**config.mk**
```make
export PLATFORM = sky130hd
export DESIGN_NAME = tpf_teletext_prefix_filter
export DESIGN_NICKNAME = d
export VERILOG_FILES = /design/src/tpf_teletext_prefix_filter.v /design/src/tpf_param_mem.v
export VERILOG_INCLUDE_DIRS = /design/src
export SDC_FILE = /design/constraint.sdc
export NUM_CORES = 1
export LEC_CHECK = 0
export BUFFER_PORTS_ARGS = -buffer_cell sky130_fd_sc_hd__buf_2
export CELL_PAD_IN_SITES_DETAIL_PLACEMENT = 1
export CELL_PAD_IN_SITES_GLOBAL_PLACEMENT = 2
export CORE_MARGIN = 1
export CORE_UTILIZATION = 28
export DETAILED_ROUTE_END_ITERATION = 12
export PLACE_DENSITY = 0.72
export REMOVE_ABC_BUFFERS = 1
export SLEW_MARGIN = 20
export SYNTH_ARGS = -nofsm -noshare
export SYNTH_HDL_FRONTEND = slang
export SYNTH_SLANG_ARGS = --single-unit
```
**constraint.sdc**
```tcl
create_clock -name sys_clk_in -period 5.7 [get_ports sys_clk_in]
set_input_delay 0.285 -clock sys_clk_in [delete_from_list [all_inputs] [get_ports sys_clk_in]]
set_output_delay 0.285 -clock sys_clk_in [all_outputs]
set_load 0.01 [all_outputs]
```
**src/tpf_defines.vh**
```
// constants shared by the teletext prefix filter files
`ifndef TPF_DEFINES_VH
`define TPF_DEFINES_VH

// register port sub-addresses of the filter parameter bytes
`define TPF_ADDR_F1_B1 8'h90
`define TPF_ADDR_F1_B2 8'h91
`define TPF_ADDR_F1_B3 8'h92
`define TPF_ADDR_F1_B4 8'h93
`define TPF_ADDR_F1_B5 8'h94
`define TPF_ADDR_F2_B1 8'h95
`define TPF_ADDR_F2_B2 8'h96
`define TPF_ADDR_F2_B3 8'h97
`define TPF_ADDR_F2_B4 8'h98
`define TPF_ADDR_F2_B5 8'h99

// parameter store geometry
`define TPF_NUM_ENTRIES 10
`define TPF_IDX_W 4
`define TPF_F2_BASE 4'h5

// field positions inside one parameter byte
`define TPF_SEL_HI 7
`define TPF_SEL_LO 4
`define TPF_VAL_HI 3
`define TPF_VAL_LO 0

// data bit positions inside one hamming protected byte
`define TPF_D1_POS 1
`define TPF_D2_POS 3
`define TPF_D3_POS 5
`define TPF_D4_POS 7

// index of the last prefix byte per teletext format
`define TPF_NABTS_LAST 4'h4
`define TPF_WST_LAST 4'h1

// format select encoding
`define TPF_FMT_NABTS 1'b0
`define TPF_FMT_WST 1'b1

// reset values
`define TPF_REG_RESET 8'h00
`define TPF_IDX_RESET 4'h0

`endif

```
**src/tpf_teletext_prefix_filter.v**
```verilog
// two programmable teletext prefix filters with their parameter registers
`timescale 1ns/100ps
`default_nettype none
`include "tpf_defines.vh"

// Summary of operation
// - filter one keeps five bytes: compare-select in bits 7..4, match value in 3..0
// - filter two has five identical bytes directly after filter one's
// - nabts examines five prefix bytes, wst examines only the first two
// - only the four data bits of each hamming byte are compared
// - nabts bytes in order: three address bytes, continuity index, packet structure
// - nabts address nibbles compare with bits 7, 5, 3, 1 of each address byte
// - nibbles four and five use bits 7, 5, 3, 1 of index and structure bytes
// - wst nibble one is row0 and magazine 2..0, nibble two is row 4..1
// - in wst nibbles three to five are disregarded
// - select bit one compares value bit with data bit; bit0 pairs first data bit
// - select bit zero makes that data bit a don't-care
// - each filter can pass only if its enable was one at the first prefix byte; enables default zero
// - format bit zero selects nabts, one selects wst
module tpf_teletext_prefix_filter (
  input  wire       sys_clk_in,
  input  wire       rst_b_in,
  input  wire [7:0] reg_addr_in,
  input  wire       reg_wr_in,
  input  wire [7:0] reg_wdata_in,
  input  wire       reg_rd_in,
  output wire [7:0] reg_rdata_out,
  output reg        reg_rvalid_out,
  output reg        reg_wr_refused_out,
  input  wire       flt_one_en_in,
  input  wire       flt_two_en_in,
  input  wire       fmt_wst_in,
  input  wire       txn_start_in,
  input  wire       byte_valid_in,
  input  wire [7:0] byte_in,
  output reg        flt_one_pass_out,
  output reg        flt_two_pass_out,
  output reg        result_valid_out,
  output reg        busy_out
);

  // sequencer states
  localparam ST_IDLE    = 2'b00;
  localparam ST_COLLECT = 2'b01;
  localparam ST_SKIP    = 2'b10;

  // host side decode
  wire                  reg_hit;
  wire [7:0]            reg_offset;
  wire [`TPF_IDX_W-1:0] reg_idx;
  wire                  any_en;
  wire                  wr_accept;

  // sequencer registers
  reg  [1:0]            state_ff;
  reg  [1:0]            nxt_state;
  reg  [`TPF_IDX_W-1:0] idx_ff;
  reg  [`TPF_IDX_W-1:0] nxt_idx;
  reg  [`TPF_IDX_W-1:0] last_ff;
  reg  [`TPF_IDX_W-1:0] nxt_last;
  reg  [1:0]            en_ff;
  reg  [1:0]            nxt_en;
  reg                   take;
  reg                   take_last;
  reg  [`TPF_IDX_W-1:0] take_idx;

  // compare stage registers
  reg  [7:0]            byte_ff;
  reg                   cmp_vld_ff;
  reg                   cmp_first_ff;
  reg                   cmp_last_ff;
  reg  [1:0]            match_ff;
  reg  [1:0]            nxt_match;

  // parameter bytes fetched for the byte under compare
  wire [7:0]            prm_one;
  wire [7:0]            prm_two;
  wire [15:0]           prm_flat;
  wire [3:0]            data_nib;
  wire [1:0]            mismatch;
  wire [`TPF_IDX_W-1:0] rd_one_idx;
  wire [`TPF_IDX_W-1:0] rd_two_idx;

  // host address falls in the ten parameter bytes
  assign reg_hit    = (reg_addr_in >= `TPF_ADDR_F1_B1) &&
                      (reg_addr_in <= `TPF_ADDR_F2_B5);
  assign reg_offset = reg_addr_in - `TPF_ADDR_F1_B1;
  assign reg_idx    = reg_offset[`TPF_IDX_W-1:0]; // filter two follows filter one

  // writes only land while both filter enables are low
  assign any_en     = flt_one_en_in | flt_two_en_in;
  assign wr_accept  = reg_wr_in & reg_hit & ~any_en;

  // read answer and refused-write pulse, one cycle after the strobe
  always @(posedge sys_clk_in) begin
    if (!rst_b_in) begin
      reg_rvalid_out     <= 1'b0;
      reg_wr_refused_out <= 1'b0;
    end else begin
      reg_rvalid_out     <= reg_rd_in & reg_hit;
      reg_wr_refused_out <= reg_wr_in & reg_hit & any_en;
    end
  end

  // parameter store, cleared by reset; five bytes per filter
  tpf_param_mem #(
    .WIDTH (8),
    .DEPTH (`TPF_NUM_ENTRIES),
    .AW    (`TPF_IDX_W)
  ) u_param_mem (
    .sys_clk_in    (sys_clk_in),
    .rst_b_in      (rst_b_in),
    .wr_en_in      (wr_accept),
    .wr_addr_in    (reg_idx),
    .wr_data_in    (reg_wdata_in),
    .rd_a_addr_in  (reg_idx),
    .rd_a_data_out (reg_rdata_out),
    .rd_b_addr_in  (rd_one_idx),
    .rd_b_data_out (prm_one),
    .rd_c_addr_in  (rd_two_idx),
    .rd_c_data_out (prm_two)
  );

  // byte k of the prefix uses entry k of each filter
  assign rd_one_idx = take_idx;
  assign rd_two_idx = take_idx + `TPF_F2_BASE;

  // sequencer: decides which incoming bytes belong to the prefix
  always @* begin
    nxt_state = state_ff;
    nxt_idx   = idx_ff;
    nxt_last  = last_ff;
    nxt_en    = en_ff;
    take      = 1'b0;
    take_last = 1'b0;
    take_idx  = idx_ff;
    if (txn_start_in && byte_valid_in) begin
      // first byte of a new transaction restarts the count
      take      = 1'b1;
      take_idx  = `TPF_IDX_RESET;
      nxt_en    = {flt_two_en_in, flt_one_en_in};
      // prefix length follows the format select
      if (fmt_wst_in == `TPF_FMT_WST) begin
        nxt_last = `TPF_WST_LAST;
      end else begin
        nxt_last = `TPF_NABTS_LAST;
      end
      take_last = (nxt_last == `TPF_IDX_RESET);
      nxt_idx   = `TPF_IDX_RESET + 4'h1;
      nxt_state = ST_COLLECT;
    end else begin
      case (state_ff)
        ST_IDLE: begin
          nxt_state = ST_IDLE;
        end
        ST_COLLECT: begin
          if (byte_valid_in) begin
            take      = 1'b1;
            take_last = (idx_ff == last_ff);
            nxt_idx   = idx_ff + 4'h1;
            if (idx_ff == last_ff) begin
              nxt_state = ST_SKIP;
            end
          end
        end
        ST_SKIP: begin
          // payload after the prefix is not examined
          nxt_state = ST_SKIP;
        end
        default: begin
          nxt_state = ST_IDLE;
        end
      endcase
    end
    if (take && take_last) begin
      nxt_state = ST_SKIP;
    end
  end

  // sequencer registers
  always @(posedge sys_clk_in) begin
    if (!rst_b_in) begin
      state_ff <= ST_IDLE;
      idx_ff   <= `TPF_IDX_RESET;
      last_ff  <= `TPF_NABTS_LAST;
      en_ff    <= 2'b00; // both filters off after reset
      busy_out <= 1'b0;
    end else begin
      state_ff <= nxt_state;
      idx_ff   <= nxt_idx;
      last_ff  <= nxt_last;
      en_ff    <= nxt_en;
      busy_out <= (nxt_state == ST_COLLECT);
    end
  end

  // hold the byte while its parameter bytes are fetched
  always @(posedge sys_clk_in) begin
    if (!rst_b_in) begin
      byte_ff      <= `TPF_REG_RESET;
      cmp_vld_ff   <= 1'b0;
      cmp_first_ff <= 1'b0;
      cmp_last_ff  <= 1'b0;
    end else begin
      cmp_vld_ff   <= take;
      cmp_first_ff <= take & txn_start_in;
      cmp_last_ff  <= take & take_last;
      if (take) begin
        byte_ff <= byte_in;
      end
    end
  end

  // data bits only, protection bits dropped; first data bit is lsb
  assign data_nib = {byte_ff[`TPF_D4_POS], byte_ff[`TPF_D3_POS],
                     byte_ff[`TPF_D2_POS], byte_ff[`TPF_D1_POS]};

  assign prm_flat = {prm_two, prm_one};

  // per filter masked compare of the current nibble
  genvar gf;
  generate
    for (gf = 0; gf < 2; gf = gf + 1) begin : g_flt
      wire [3:0] sel_nib;
      wire [3:0] val_nib;
      assign sel_nib = prm_flat[gf*8+`TPF_SEL_HI -: 4];
      assign val_nib = prm_flat[gf*8+`TPF_VAL_HI -: 4];
      // clear select bits are don't-care, set ones must match
      assign mismatch[gf] = |(sel_nib & (data_nib ^ val_nib));
    end
  endgenerate

  // running match per filter, restarted by the first byte
  always @* begin
    nxt_match = match_ff;
    if (cmp_vld_ff) begin
      if (cmp_first_ff) begin
        nxt_match = ~mismatch;
      end else begin
        nxt_match = match_ff & ~mismatch;
      end
    end
  end

  // compare stage and verdict on the last prefix byte
  always @(posedge sys_clk_in) begin
    if (!rst_b_in) begin
      match_ff         <= 2'b00;
      flt_one_pass_out <= 1'b0;
      flt_two_pass_out <= 1'b0;
      result_valid_out <= 1'b0;
    end else begin
      match_ff         <= nxt_match;
      result_valid_out <= cmp_vld_ff & cmp_last_ff;
      if (cmp_vld_ff && cmp_last_ff) begin
        // a disabled filter never passes anything
        flt_one_pass_out <= en_ff[0] & nxt_match[0];
        flt_two_pass_out <= en_ff[1] & nxt_match[1];
      end else if (txn_start_in) begin
        flt_one_pass_out <= 1'b0;
        flt_two_pass_out <= 1'b0;
      end
    end
  end

endmodule // tpf_teletext_prefix_filter

`default_nettype wire

```
**src/tpf_param_mem.v**
```verilog
// parameter byte store with one write port and three registered read ports
`timescale 1ns/100ps
`default_nettype none
`include "tpf_defines.vh"

module tpf_param_mem #(
  parameter WIDTH = 8,
  parameter DEPTH = 10,
  parameter AW    = 4
) (
  input  wire             sys_clk_in,
  input  wire             rst_b_in,
  input  wire             wr_en_in,
  input  wire [AW-1:0]    wr_addr_in,
  input  wire [WIDTH-1:0] wr_data_in,
  input  wire [AW-1:0]    rd_a_addr_in,
  output reg  [WIDTH-1:0] rd_a_data_out,
  input  wire [AW-1:0]    rd_b_addr_in,
  output reg  [WIDTH-1:0] rd_b_data_out,
  input  wire [AW-1:0]    rd_c_addr_in,
  output reg  [WIDTH-1:0] rd_c_data_out
);

  wire [DEPTH*WIDTH-1:0] flat_mem;
  wire [31:0]            wr_addr_wide;
  wire [31:0]            rd_a_wide;
  wire [31:0]            rd_b_wide;
  wire [31:0]            rd_c_wide;

  // addresses widened so they meet integer indices at equal width
  assign wr_addr_wide = {{(32-AW){1'b0}}, wr_addr_in};
  assign rd_a_wide    = {{(32-AW){1'b0}}, rd_a_addr_in};
  assign rd_b_wide    = {{(32-AW){1'b0}}, rd_b_addr_in};
  assign rd_c_wide    = {{(32-AW){1'b0}}, rd_c_addr_in};

  // one storage cell per entry, cleared by reset
  genvar gi;
  generate
    for (gi = 0; gi < DEPTH; gi = gi + 1) begin : g_cell
      reg [WIDTH-1:0] cell_ff;
      always @(posedge sys_clk_in) begin
        if (!rst_b_in) begin
          cell_ff <= `TPF_REG_RESET;
        end else if (wr_en_in && (wr_addr_wide == gi)) begin
          cell_ff <= wr_data_in;
        end
      end
      assign flat_mem[gi*WIDTH +: WIDTH] = cell_ff;
    end
  endgenerate

  // registered reads, out of range reads give zero
  always @(posedge sys_clk_in) begin
    if (!rst_b_in) begin
      rd_a_data_out <= `TPF_REG_RESET;
      rd_b_data_out <= `TPF_REG_RESET;
      rd_c_data_out <= `TPF_REG_RESET;
    end else begin
      rd_a_data_out <= (rd_a_wide < DEPTH) ? flat_mem[rd_a_addr_in*WIDTH +: WIDTH]
                                           : `TPF_REG_RESET;
      rd_b_data_out <= (rd_b_wide < DEPTH) ? flat_mem[rd_b_addr_in*WIDTH +: WIDTH]
                                           : `TPF_REG_RESET;
      rd_c_data_out <= (rd_c_wide < DEPTH) ? flat_mem[rd_c_addr_in*WIDTH +: WIDTH]
                                           : `TPF_REG_RESET;
    end
  end

endmodule // tpf_param_mem

`default_nettype wire

```
=== Word-level counts from Yosys, hierarchy flattened ===
Cells that the tools add are included.

* Register bits: 135
* Output and inout port bits: 14
* Logic and storage cells: 120
* Input bits: 33

* Add/sub/neg operators: 3
* Reduce and logical (&&, ||, !) cells: 27
* Equality and inequality tests: 13
* Bitwise operators: 18
* $lt $le $gt $ge: 5
* Multiplexer cells: 22
* Shifts and indexed selects: 3

{| class="wikitable"
|+ Operator list
! kind !! number
|-
| variable part select 80 x 8 -> 8 bit || 3
|-
| logical NOT 32 bit || 1
|-
| equality test 4 x 3 -> 1 bit (second input constant) || 4
|-
| logical AND 1 bit || 14
|-
| < comparator 4 bit (second input constant) || 3
|-
| two-way mux 1 bit || 12
|-
| two-way mux 2 bit || 6
|-
| AND reduction 2 bit || 5
|-
| bitwise AND 1 bit || 9
|-
| bitwise AND 4 bit || 2
|-
| equality test 4 x 2 -> 1 bit (second input constant) || 2
|-
| equality test 4 bit (second input constant) || 2
|-
| greater-or-equal comparator 8 bit (second input constant) || 1
|-
| less-or-equal comparator 8 bit (second input constant) || 1
|-
| two-way mux 4 bit || 2
|-
| OR reduction 4 bit || 2
|-
| XOR 4 bit || 2
|-
| nonzero test 2 bit || 3
|-
| adder 4 x 1 -> 4 bit (second input constant) || 1
|-
| adder 4 x 3 -> 4 bit (second input constant) || 1
|-
| equality test 2 x 1 -> 1 bit (second input constant) || 2
|-
| equality test 4 x 1 -> 1 bit (second input constant) || 1
|-
| equality test 4 bit || 1
|-
| logical NOT 4 bit || 1
|-
| other kinds (9) || 10
|}

=== Longest topological paths before layout ===
Gate-level depths: netlist of run 1.

* Word-level depth: 9
* Gate-level depth with buffers: 11
* Gate-level depth less buffers: 8

=== Cells and area by module ===
Synthesis of run 1 repeated with hierarchy kept, for this count alone.

* Cells, all modules: 755
* Area total of the unflattened synthesis: 7,203.2 um2

{| class="wikitable"
|+ By module, submodules not included
! module !! times used !! cells each !! area each (um2) !! sequential area each (um2)
|-
| tpf_param_mem || 1 || 618 || 5,995.8 || 2,082.0
|-
| tpf_teletext_prefix_filter || 1 || 137 || 1,207.4 || 500.5
|}

=== Worst setup path after synthesis of run 1 ===
Ideal clock, no wire load.

* Path type: register -> register
* Start: register idx_ff[0]
* End: register u_param_mem.rd_c_data_out[7]
* Buffers on the path: 5
* Period minus slack after synthesis: 2.486 ns
* Slack: 3.214 ns
* Setup time: 0.120 ns
* Arrival: 2.366 ns
* Required time: 5.580 ns
* Cell stages (with the launch flop): 12
* Cells stage by stage: dfxtp_1 clkbuf_1 nand2_2 inv_4 buf_6 buf_4 ha_1 buf_2 buf_2 mux4_2 nand2_1 a21oi_1

* Cells in the longest elaborated chain, start to end: 4
* Elaborated cells between the ends (all ways): 5
* Classes of those cells: add/sub (1); order compare (1); shift (1); mux (1); reduce/logical (1)

{| class="wikitable"
|+ RTL lines
! what !! RTL line !! text
|-
| from (decl) || tpf_teletext_prefix_filter.v:57 || <nowiki>reg [`TPF_IDX_W-1:0] idx_ff;</nowiki>
|-
| from (signal assigned) || tpf_teletext_prefix_filter.v:184 || <nowiki>idx_ff <= `TPF_IDX_RESET;</nowiki>
|-
| from (signal assigned) || tpf_teletext_prefix_filter.v:190 || <nowiki>idx_ff <= nxt_idx;</nowiki>
|-
| two-way mux 4 bit (*) || tpf_teletext_prefix_filter.v:137 || <nowiki>if (txn_start_in && byte_valid_in) begin</nowiki>
|-
| adder 4 x 3 -> 4 bit (no source line) (*) || n/a ||
|-
| branches (longest 2 deep; another with variable part select 80 x 8 -> 8 bit) || n/a ||
|-
| to (signal assigned) || tpf_param_mem.v:57 || <nowiki>rd_c_data_out <= `TPF_REG_RESET;</nowiki>
|-
| to (signal assigned) || tpf_param_mem.v:63 || <nowiki>rd_c_data_out <= (rd_c_wide < DEPTH) ? flat_mem[rd_c_addr_in*WIDTH +: WIDTH]</nowiki>
|-
| to (decl) || tpf_param_mem.v:21 || <nowiki>output reg [WIDTH-1:0] rd_c_data_out</nowiki>
|}

Every way passes the cells marked *.
A chain may end at the register's enable or synchronous reset.

=== Worst setup path after layout of run 1 ===
* Start: register idx_ff[1]
* End: register u_param_mem.rd_c_data_out[2]

The elaborated chain is that of the path after synthesis.

==> reports/results.tsv, run 1 <==
metric	value	unit
outcome	finished, final reports clean	
p_total	2.184	mW
finalMaxSlewViolations	0	
placedInstanceArea	0.007037	mm²
io_buffer_count	42	
routed_wl	21260	µm
p_leak	2.642	nW
crit_end	u_param_mem.rd_c_data_out[2]	
final_cell_area	0.007642	mm²
cts_hold_buf	0	
cts_buffers	17	
fmax	343.8	MHz
reg2reg_from	idx_ff[1]	
cts_tree	done	
yosysUniqueCellTypes	52	
p_per_area	285.8	mW/mm²
die_height	156.0	µm
synth_edf_count	0	
grt_max_degree	47	
cts_buffer_depth	2	
start_kind	flip-flop	
cp-startpoint	idx_ff[1]	
synth-async-reset-ratio	0	%
setup_viol	0	
die_area	0.02435	mm²
worstPathArrival	3.22	ns
first_pass_iters	5	
synthToLayoutAreaGrowth	15.03	%
syn_avg_cell_area	9.478	µm²
antenna_found_initial	0	
start_util	28.39	%
post_cts_resized	0	
cts_setup_buffers	0	
layout_commonest_cell	dfxtp_1	
cts_root_buffer	clkbuf_16	
end_kind	flip-flop	
place.gp.congestion	0.7994	
core_area	0.02340	mm²
yosysWarnings	0	
fp.dieW	156.0	µm
grt_pass1_vias	5585	
min_path_type	in -> reg	
layout_common_cells	dfxtp_1 (129), nand2_1 (68), nor2_1 (62), mux2i_1 (61), nand3_1 (47)	
htreeDepth	4	
ys_ff_latch	129	
clock_skew	0.009091	ns
cap_violations	0	
route.detailed.drc	0	
period_share	51.04	%
drive_gt1_share	20.27	%
io_pins	47	
rrSetupSlack	2.79	ns
antenna_left	0	
cts_sinks	129	
grt_setup_unrepaired	false	
finalSetupTns	0	ns
viasPerCell	5.276	
antenna_cells	0	
wl_per_cell	20.27	µm
hold_viol	0	
ff2ff_path_depth	8	
synth_flop_cell	dfxtp_1	
period_minus_slack	2.909	ns
critPathKind	reg -> reg	
route.vias.total	5535	
worst-path-max-fanout	22	
drt-initial-drc-count	378	
ys_seq_area_share	38.87	%
relSlewSlack	34.39	%
clk_pin_slew	0.06	ns
nets	754	
reg2reg_to	u_param_mem.rd_c_data_out[2]	
netlist_area	0.006644	mm²
hold_start	reg_rd_in	
clk-insertion-delay-late	0.43	ns
dp_hpwl	14680	µm
grt_pass1_wl	32830	µm
track_usage	18.19	%
required	6.01	ns
tightest_slew	0.9842	ns
max-vdd-ir-drop	0.1848	mV
row_count	56	
nFillCells	2751	
syn_inst	701	
overflow	0	
report_power, final:
part | internal (mW) | total [mW] | switching (mW)
registers | 0.907 | 0.911 | 0.00444
logic | 0.0405 | 0.137 | 0.0969
clock network | 0.698 | 1.14 | 0.438
total | 1.65 | 2.18 | 0.539
through the flow:
| stage | setup slack [ns] | hold slack (ns) | instances | utilization [%] |
|---|---|---|---|---|
| floorplan | 2.375 | 0.3469 | 650 | - |
| global placement | 2.351 | 0.4436 | 1017 | 30.07 |
| detailed placement | 2.362 | 0.4521 | 1017 | 30.07 |
| CTS | 2.797 | 0.07432 | 1049 | 32.66 |
| global route | 2.598 | 0.07403 | 1049 | 32.66 |
| finish | 2.791 | 0.08313 | 1049 | 32.66 |
flip-flops by register name, indices dropped and copies added, names as in the netlist, 4 cells and up:
signal,cells
idx_ff,4
byte_ff,4
u_param_mem.rd_a_data_out,8
u_param_mem.g_cell.cell_ff,80
u_param_mem.rd_b_data_out,8
u_param_mem.rd_c_data_out,8
worst min path at each step:
stage	endpoint	depth (start not counted)
6_report	reg_rvalid_out	2
5_1_grt	reg_rvalid_out	2
4_1_cts	reg_rvalid_out	2
3_5_place_dp	flt_one_pass_out	1
3_3_place_gp	flt_one_pass_out	1
2_1_floorplan	last_ff[2]	1
synth_stat cells, drive strengths merged (2+ instances only):
cell type | number | share of area, %
a21o | 10 | 1.1
nand4 | 5 | 0.47
nand2 | 69 | 3.9
o22ai | 14 | 1.3
inv | 8 | 0.49
nor2 | 62 | 3.5
and2 | 14 | 1.3
xor2 | 9 | 1.2
nor2b | 2 | 0.19
dfxtp | 129 | 39
nor3 | 2 | 0.32
o21ai | 64 | 5.6
o221ai | 10 | 1.3
mux2i | 61 | 9.2
a221oi | 7 | 0.92
and4 | 3 | 0.40
ha | 4 | 0.75
a21oi | 35 | 2.6
nand3 | 50 | 4.1
nand2b | 3 | 0.28
buf | 33 | 2.9
mux2 | 10 | 1.7
and3 | 4 | 0.38
mux4 | 32 | 11
a21boi | 2 | 0.28
clkbuf | 18 | 1.0
a31oi | 5 | 0.47
or4 | 2 | 0.23
xnor2 | 3 | 0.40
or2 | 2 | 0.19
a22oi | 19 | 2.1
a32o | 2 | 0.30
worst max-delay path, stage by stage (launching register included):
cell	delay, ns
dfxtp_1	0.29
buf_4	0.22
a21bo_2	0.45
inv_1	0.08
ha_1	0.51
buf_4	0.35
mux4_2	0.58
a22oi_1	0.21
a21oi_1	0.09
cell type report:
cell class	count	area (µm²)	area share (%)
Multi-Input combinational cell	512	3764	49.25
Timing Repair Buffer	48	255.2	3.340
Clock buffer	19	442.9	5.796
Sequential cell	129	2582	33.79
Clock inverter	13	162.7	2.128
Tap cell	319	399.1	5.223
Inverter	9	36.28	0.4748
layer usage:
layer	share of wire, %	vias up	track usage [%]
met5	0	-	0
met4	1.8	0	6.443
met3	4.1	27	3.583
met2	46	141	28.70
met1	48	2753	24.57
li1	-	2614	-
cells by family (layout without fill, tap and decap cells):
kind of cell	after synthesis	count (layout)	synth area share [%]
XOR/XNOR	12	12	1.582
flip-flops	129	129	38.87
buffers and inverters	60	89	4.482
AO/OA/AOI/OAI	171	171	16.52
multiplexers	103	103	21.73
adder cells (fa/ha/maj)	4	4	0.7533
AND/OR/NAND/NOR	222	222	16.06
Power figures use the tool's default switching activity.
==> run 2: changes to the inputs <==
clock period = 3 ns   (was 5.7 ns; I/O delays follow)
==> run 2 against run 1 <==
Effect of this change: sequential cell count did not move; clock-buffer cell count rose by 4; sequential power grew 90%; critical path type unchanged; critical endpoint is now u_param_mem.rd_c_data_out[7].
==> reports/results.tsv, run 2 (same netlist as run 1, synthesis figures left out) <==
metric	value	unit
reg2reg_to	u_param_mem.rd_c_data_out[7]	
antenna_cells	0	
place.gp.congestion	0.8038	
fp.dieW	156.0	µm
overflow	0	
first_pass_iters	4	
routed_wl	22000	µm
p_leak	2.815	nW
cp_top_family	simple AND/OR/NAND/NOR gates	
nFillCells	2732	
worst-path-max-fanout	32	
nets	782	
p_per_area	546.5	mW/mm²
p_total	4.342	mW
cts_sinks	129	
row_count	56	
critPathKind	reg -> reg	
path_cells	buf_4, a21oi_1, mux2_2, nor3b_1, a22oi_1, a21oi_1	
hold_viol	0	
route.detailed.drc	0	
start_kind	flip-flop	
rrSetupSlack	0.73	ns
place_inst	1034	
grt_pass1_wl	34560	µm
crit_path_frequent_cell	a21oi_1	
grt_max_degree	52	
synthToLayoutAreaGrowth	19.59	%
io_buffer_count	42	
layout_commonest_cell	dfxtp_1	
htreeDepth	4	
cts_buffer_depth	2	
fmax	441.1	MHz
worstPathArrival	2.63	ns
die_area	0.02435	mm²
clk_pin_slew	0.06	ns
relSlewSlack	38.54	%
core_area	0.02340	mm²
period_minus_slack	2.267	ns
top_register	u_param_mem.g_cell.cell_ff	
outcome	finished, final reports clean	
route.vias.total	5626	
instances_no_fill	1077	
wl_per_cell	20.43	µm
die_height	156.0	µm
cts_tree	done	
path_buf_inv	1	
grt_setup_unrepaired	false	
finalMaxSlewViolations	0	
viasPerCell	5.224	
period_share	75.58	%
cap_violations	0	
antenna_found_initial	0	
clock_skew	0.009658	ns
cts_root_buffer	clkbuf_16	
worstHoldPathCells	3	
dp_hpwl	14950	µm
ff2ff_path_depth	6	
slowest_stage	nor3b_1	
crit_path_max_incr_delay	0.55	ns
cp-startpoint	idx_ff[0]	
max-vdd-ir-drop	0.3177	mV
cts_buffers	17	
reg2reg_from	idx_ff[0]	
end_kind	flip-flop	
drive_gt1_share	21.90	%
track_usage	19.16	%
largest_reg_flops	80	
cts_setup_buffers	0	
min_to	u_param_mem.g_cell[1].cell_ff[5]	
io_pins	47	
layout_common_cells	dfxtp_1 (129), nand2_1 (68), nor2_1 (62), mux2i_1 (61), nand3_1 (47)	
tightest_slew	0.9219	ns
start_util	28.39	%
hold_start	reg_wdata_in[5]	
required	3.36	ns
min_path_type	in -> reg	
setup_viol	0	
antenna_left	0	
clk-insertion-delay-late	0.43	ns
grt_pass1_vias	5915	
drt-initial-drc-count	370	
[run 2: changes by cell type in the layout (fill, tap and decap cells not counted), sizes merged]
cell         change
clkbuf           +4
bufinv           +1
buf             +17
dlygate4sd3     +11
clkinv           -1
clkinvlp         -4
[run 2: worst reg2reg max path: cells and delay by family, from the launching register on]
family	cells	cell delay, ns
AO/OA/AOI/OAI	3	0.47
buffers and inverters	1	0.43
flip-flops	1	0.34
multiplexers	1	0.41
AND/OR/NAND/NOR	1	0.55
[run 2: worst max-delay path by stage]
stage                                         endpoint  slack [ns]  depth (start not counted)
after global routing      u_param_mem.rd_c_data_out[6]        0.51                          6
after global placement    u_param_mem.rd_c_data_out[7]        0.72                          9
after detailed placement  u_param_mem.rd_c_data_out[7]        0.69                          9
after CTS                 u_param_mem.rd_c_data_out[7]        0.74                          6
final                     u_param_mem.rd_c_data_out[7]        0.73                          6
after floorplan           u_param_mem.rd_c_data_out[0]       -0.32                          6
[run 2: power breakdown]
group / leakage (nW) / internal, mW / switching (mW)
registers: 1.04 / 1.72 / 0.00843
clock network: 0.321 / 1.52 / 0.803
logic: 1.45 / 0.0951 / 0.192
total: 2.82 / 3.34 / 1.00
[run 2: layout make-up]
| class | instances | area, µm² | share of cell area (%) |
|---|---|---|---|
| inverter | 9 | 36.28 | 0.4567 |
| multi-input combinational | 512 | 3764 | 47.37 |
| sequential | 129 | 2582 | 32.50 |
| clock buffer | 23 | 508.0 | 6.394 |
| clock inverter | 9 | 150.1 | 1.890 |
| timing repair buffer | 76 | 505.5 | 6.362 |
| tap | 319 | 399.1 | 5.024 |
[run 2: stage by stage]
step                      util (%)  setup TNS [ns]  setup WS [ns]  cell area, µm²  hold slack (ns)
after CTS                    33.95               0         0.7360            7945         0.001719
after floorplan                  -          -2.294        -0.3247            6382           0.2119
final                        33.95               0         0.7327            7945         0.006593
after global placement       30.67               0         0.7205            7177           0.3747
after detailed placement     30.67               0         0.6930            7177           0.3799
after global routing         33.95               0         0.5062            7945          0.01031
[run 2: metal layers]
layer | global-route usage [%] | vias up | wire (µm)
met5 | 0 | - | 0
met3 | 3.667 | 18 | 995
li1 | - | 2672 | -
met4 | 5.696 | 0 | 346
met2 | 30.57 | 115 | 10110
met1 | 26.08 | 2821 | 10550
[run 2: repair_timing]
action                                 in CTS  in global routing
hold buffers                               11                  0
endpoints found under the hold margin      11                  0
gates resized for setup                     0                  0
==> run 3: changes to the inputs <==
PLACE_DENSITY = 0.74   (was 0.72)
clock period = 1.93 ns   (was 3 ns; I/O delays follow)
==> run 3 against run 2 <==
Effect of this change: sequential share of layout area down 1.8 points; power rose by 54%; via count rose by 4.0%; wire length rose by 4.4%; global-route usage increased by 0.62 points; clock power is 49% higher; combinational power rose by 82%; clock-buffer cell count shrank 3; first-iteration DRC count rose by 18%; critical path type unchanged; critical endpoint unchanged.
==> reports/results.tsv, run 3 (same netlist as run 1, synthesis figures left out) <==
metric	value	unit
core_area	0.02340	mm²
max-vdd-ir-drop	0.3256	mV
clk_pin_slew	0.06	ns
cts_tree	done	
period_minus_slack	1.885	ns
io_pins	47	
setup_viol	0	
routed_wl	22960	µm
min_path_type	in -> reg	
cts_sinks	129	
htreeDepth	4	
place.gp.congestion	0.8678	
grt_pass1_wl	35650	µm
required	2.24	ns
outcome	finished, final reports clean	
cts_buffers	17	
first_pass_iters	5	
row_count	56	
worst-path-max-fanout	8	
end_kind	flip-flop	
drt-initial-drc-count	435	
nets	822	
antenna_found_initial	0	
p_per_area	794.7	mW/mm²
top_register	u_param_mem.g_cell.cell_ff	
sequentialPowerShare	40.3	%
drive_gt1_share	26.35	%
largest_reg_flops	80	
nFillCells	2741	
start_util	28.39	%
cts_buffer_depth	2	
final_core_util	35.92	%
worstPathArrival	2.20	ns
hold_viol	0	
p_leak	3.011	nW
fmax	530.4	MHz
finalSetupTns	0	ns
clk-insertion-delay-late	0.43	ns
holdWs	0.1142	ns
route.detailed.drc	0	
cts_root_buffer	clkbuf_16	
dpl_worst_slack	-0.02748	ns
p_clk_share	51.9	%
combPwrFrac	7.8	%
power.internal	5.070	mW
wl_per_cell	20.58	µm
overflow	0	
layout_common_cells	dfxtp_1 (128), nand2_1 (66), nor2_1 (61), mux2i_1 (61), nand3_1 (47)	
finalMaxSlewViolations	0	
power_switching_share	24.09	%
grt_max_degree	49	
cap_violations	0	
clock_skew	0.007253	ns
grt_pass1_vias	6041	
die_area	0.02435	mm²
power_switching	1.609	mW
start_kind	flip-flop	
viasPerCell	5.242	
setup_slack	0.04473	ns
die_height	156.0	µm
tightest_slew	0.5724	ns
critPathKind	reg -> reg	
dp_hpwl	16510	µm
fp.dieW	156.0	µm
io_buffer_count	42	
route.vias.total	5850	
antenna_cells	0	
antenna_left	0	
track_usage	19.78	%
period_share	97.68	%
layout_commonest_cell	dfxtp_1	
relSlewSlack	61.84	%
p_total	6.680	mW
synthToLayoutAreaGrowth	26.52	%
-- run 3: worst max-delay path, cell delays in order (launching register included) --
cell and delay, ns:
dfxtp_1 0.32, a21bo_4 0.18, inv_2 0.04, ha_4 0.29, buf_12 0.15, buf_12 0.13
mux4_2 0.51, nand2_1 0.08, a21oi_1 0.06
-- run 3: power groups by stage --
stage	clock (mW)	combinational (mW)	sequential, mW
CTS	3.51	0.519	2.69
detailed placement	0	0.474	2.75
finish	3.46	0.523	2.69
global route	3.64	0.564	2.69
floorplan	0	0.192	2.76
global placement	0	0.469	2.75
-- run 3: per-layer routing --
layer  vias up  share of wire (%)  GRT usage (%)
li1       2750                  -              -
met1      2922                 48          26.21
met2       148                 46          32.42
met3        30                3.7          3.694
met4         0                1.8          6.069
met5         -                  0              0
-- run 3: layout make-up --
cell class	instances	area [µm²]	area share, %
well taps	319	399.1	4.748
inverters	9	36.28	0.4317
clock inverters	11	162.7	1.935
multi-input cells	512	3834	45.61
repair buffers	116	943.4	11.22
clock buffers	20	446.7	5.314
flip-flops and latches	129	2584	30.74
-- run 3: per-stage QoR --
stage,std cells,area (µm²)
floorplan,650,6382
global placement,1065,7497
detailed placement,1065,7497
CTS,1115,8339
global route,1116,8406
finish,1116,8406
-- run 3: path summary, 6_finish.rpt --
kind                    startpoint                           end  slack, ns  cells past startpoint
setup reg to reg         idx_ff[1]  u_param_mem.rd_c_data_out[7]       0.04                      8
hold / removal            rst_b_in                    last_ff[2]       0.11                      3
hold reg to reg   flt_one_pass_out              flt_one_pass_out       0.46                      1
setup / recovery         idx_ff[1]  u_param_mem.rd_c_data_out[7]       0.04                      8
-- run 3: repair_timing --
item,CTS,global route
endpoints found under the setup margin,3,8
gates cloned,1,0
hold buffers,18,0
resized for setup,3,14
buffers inserted,0,1
pin swaps,0,3
hold endpoints to repair,40,0
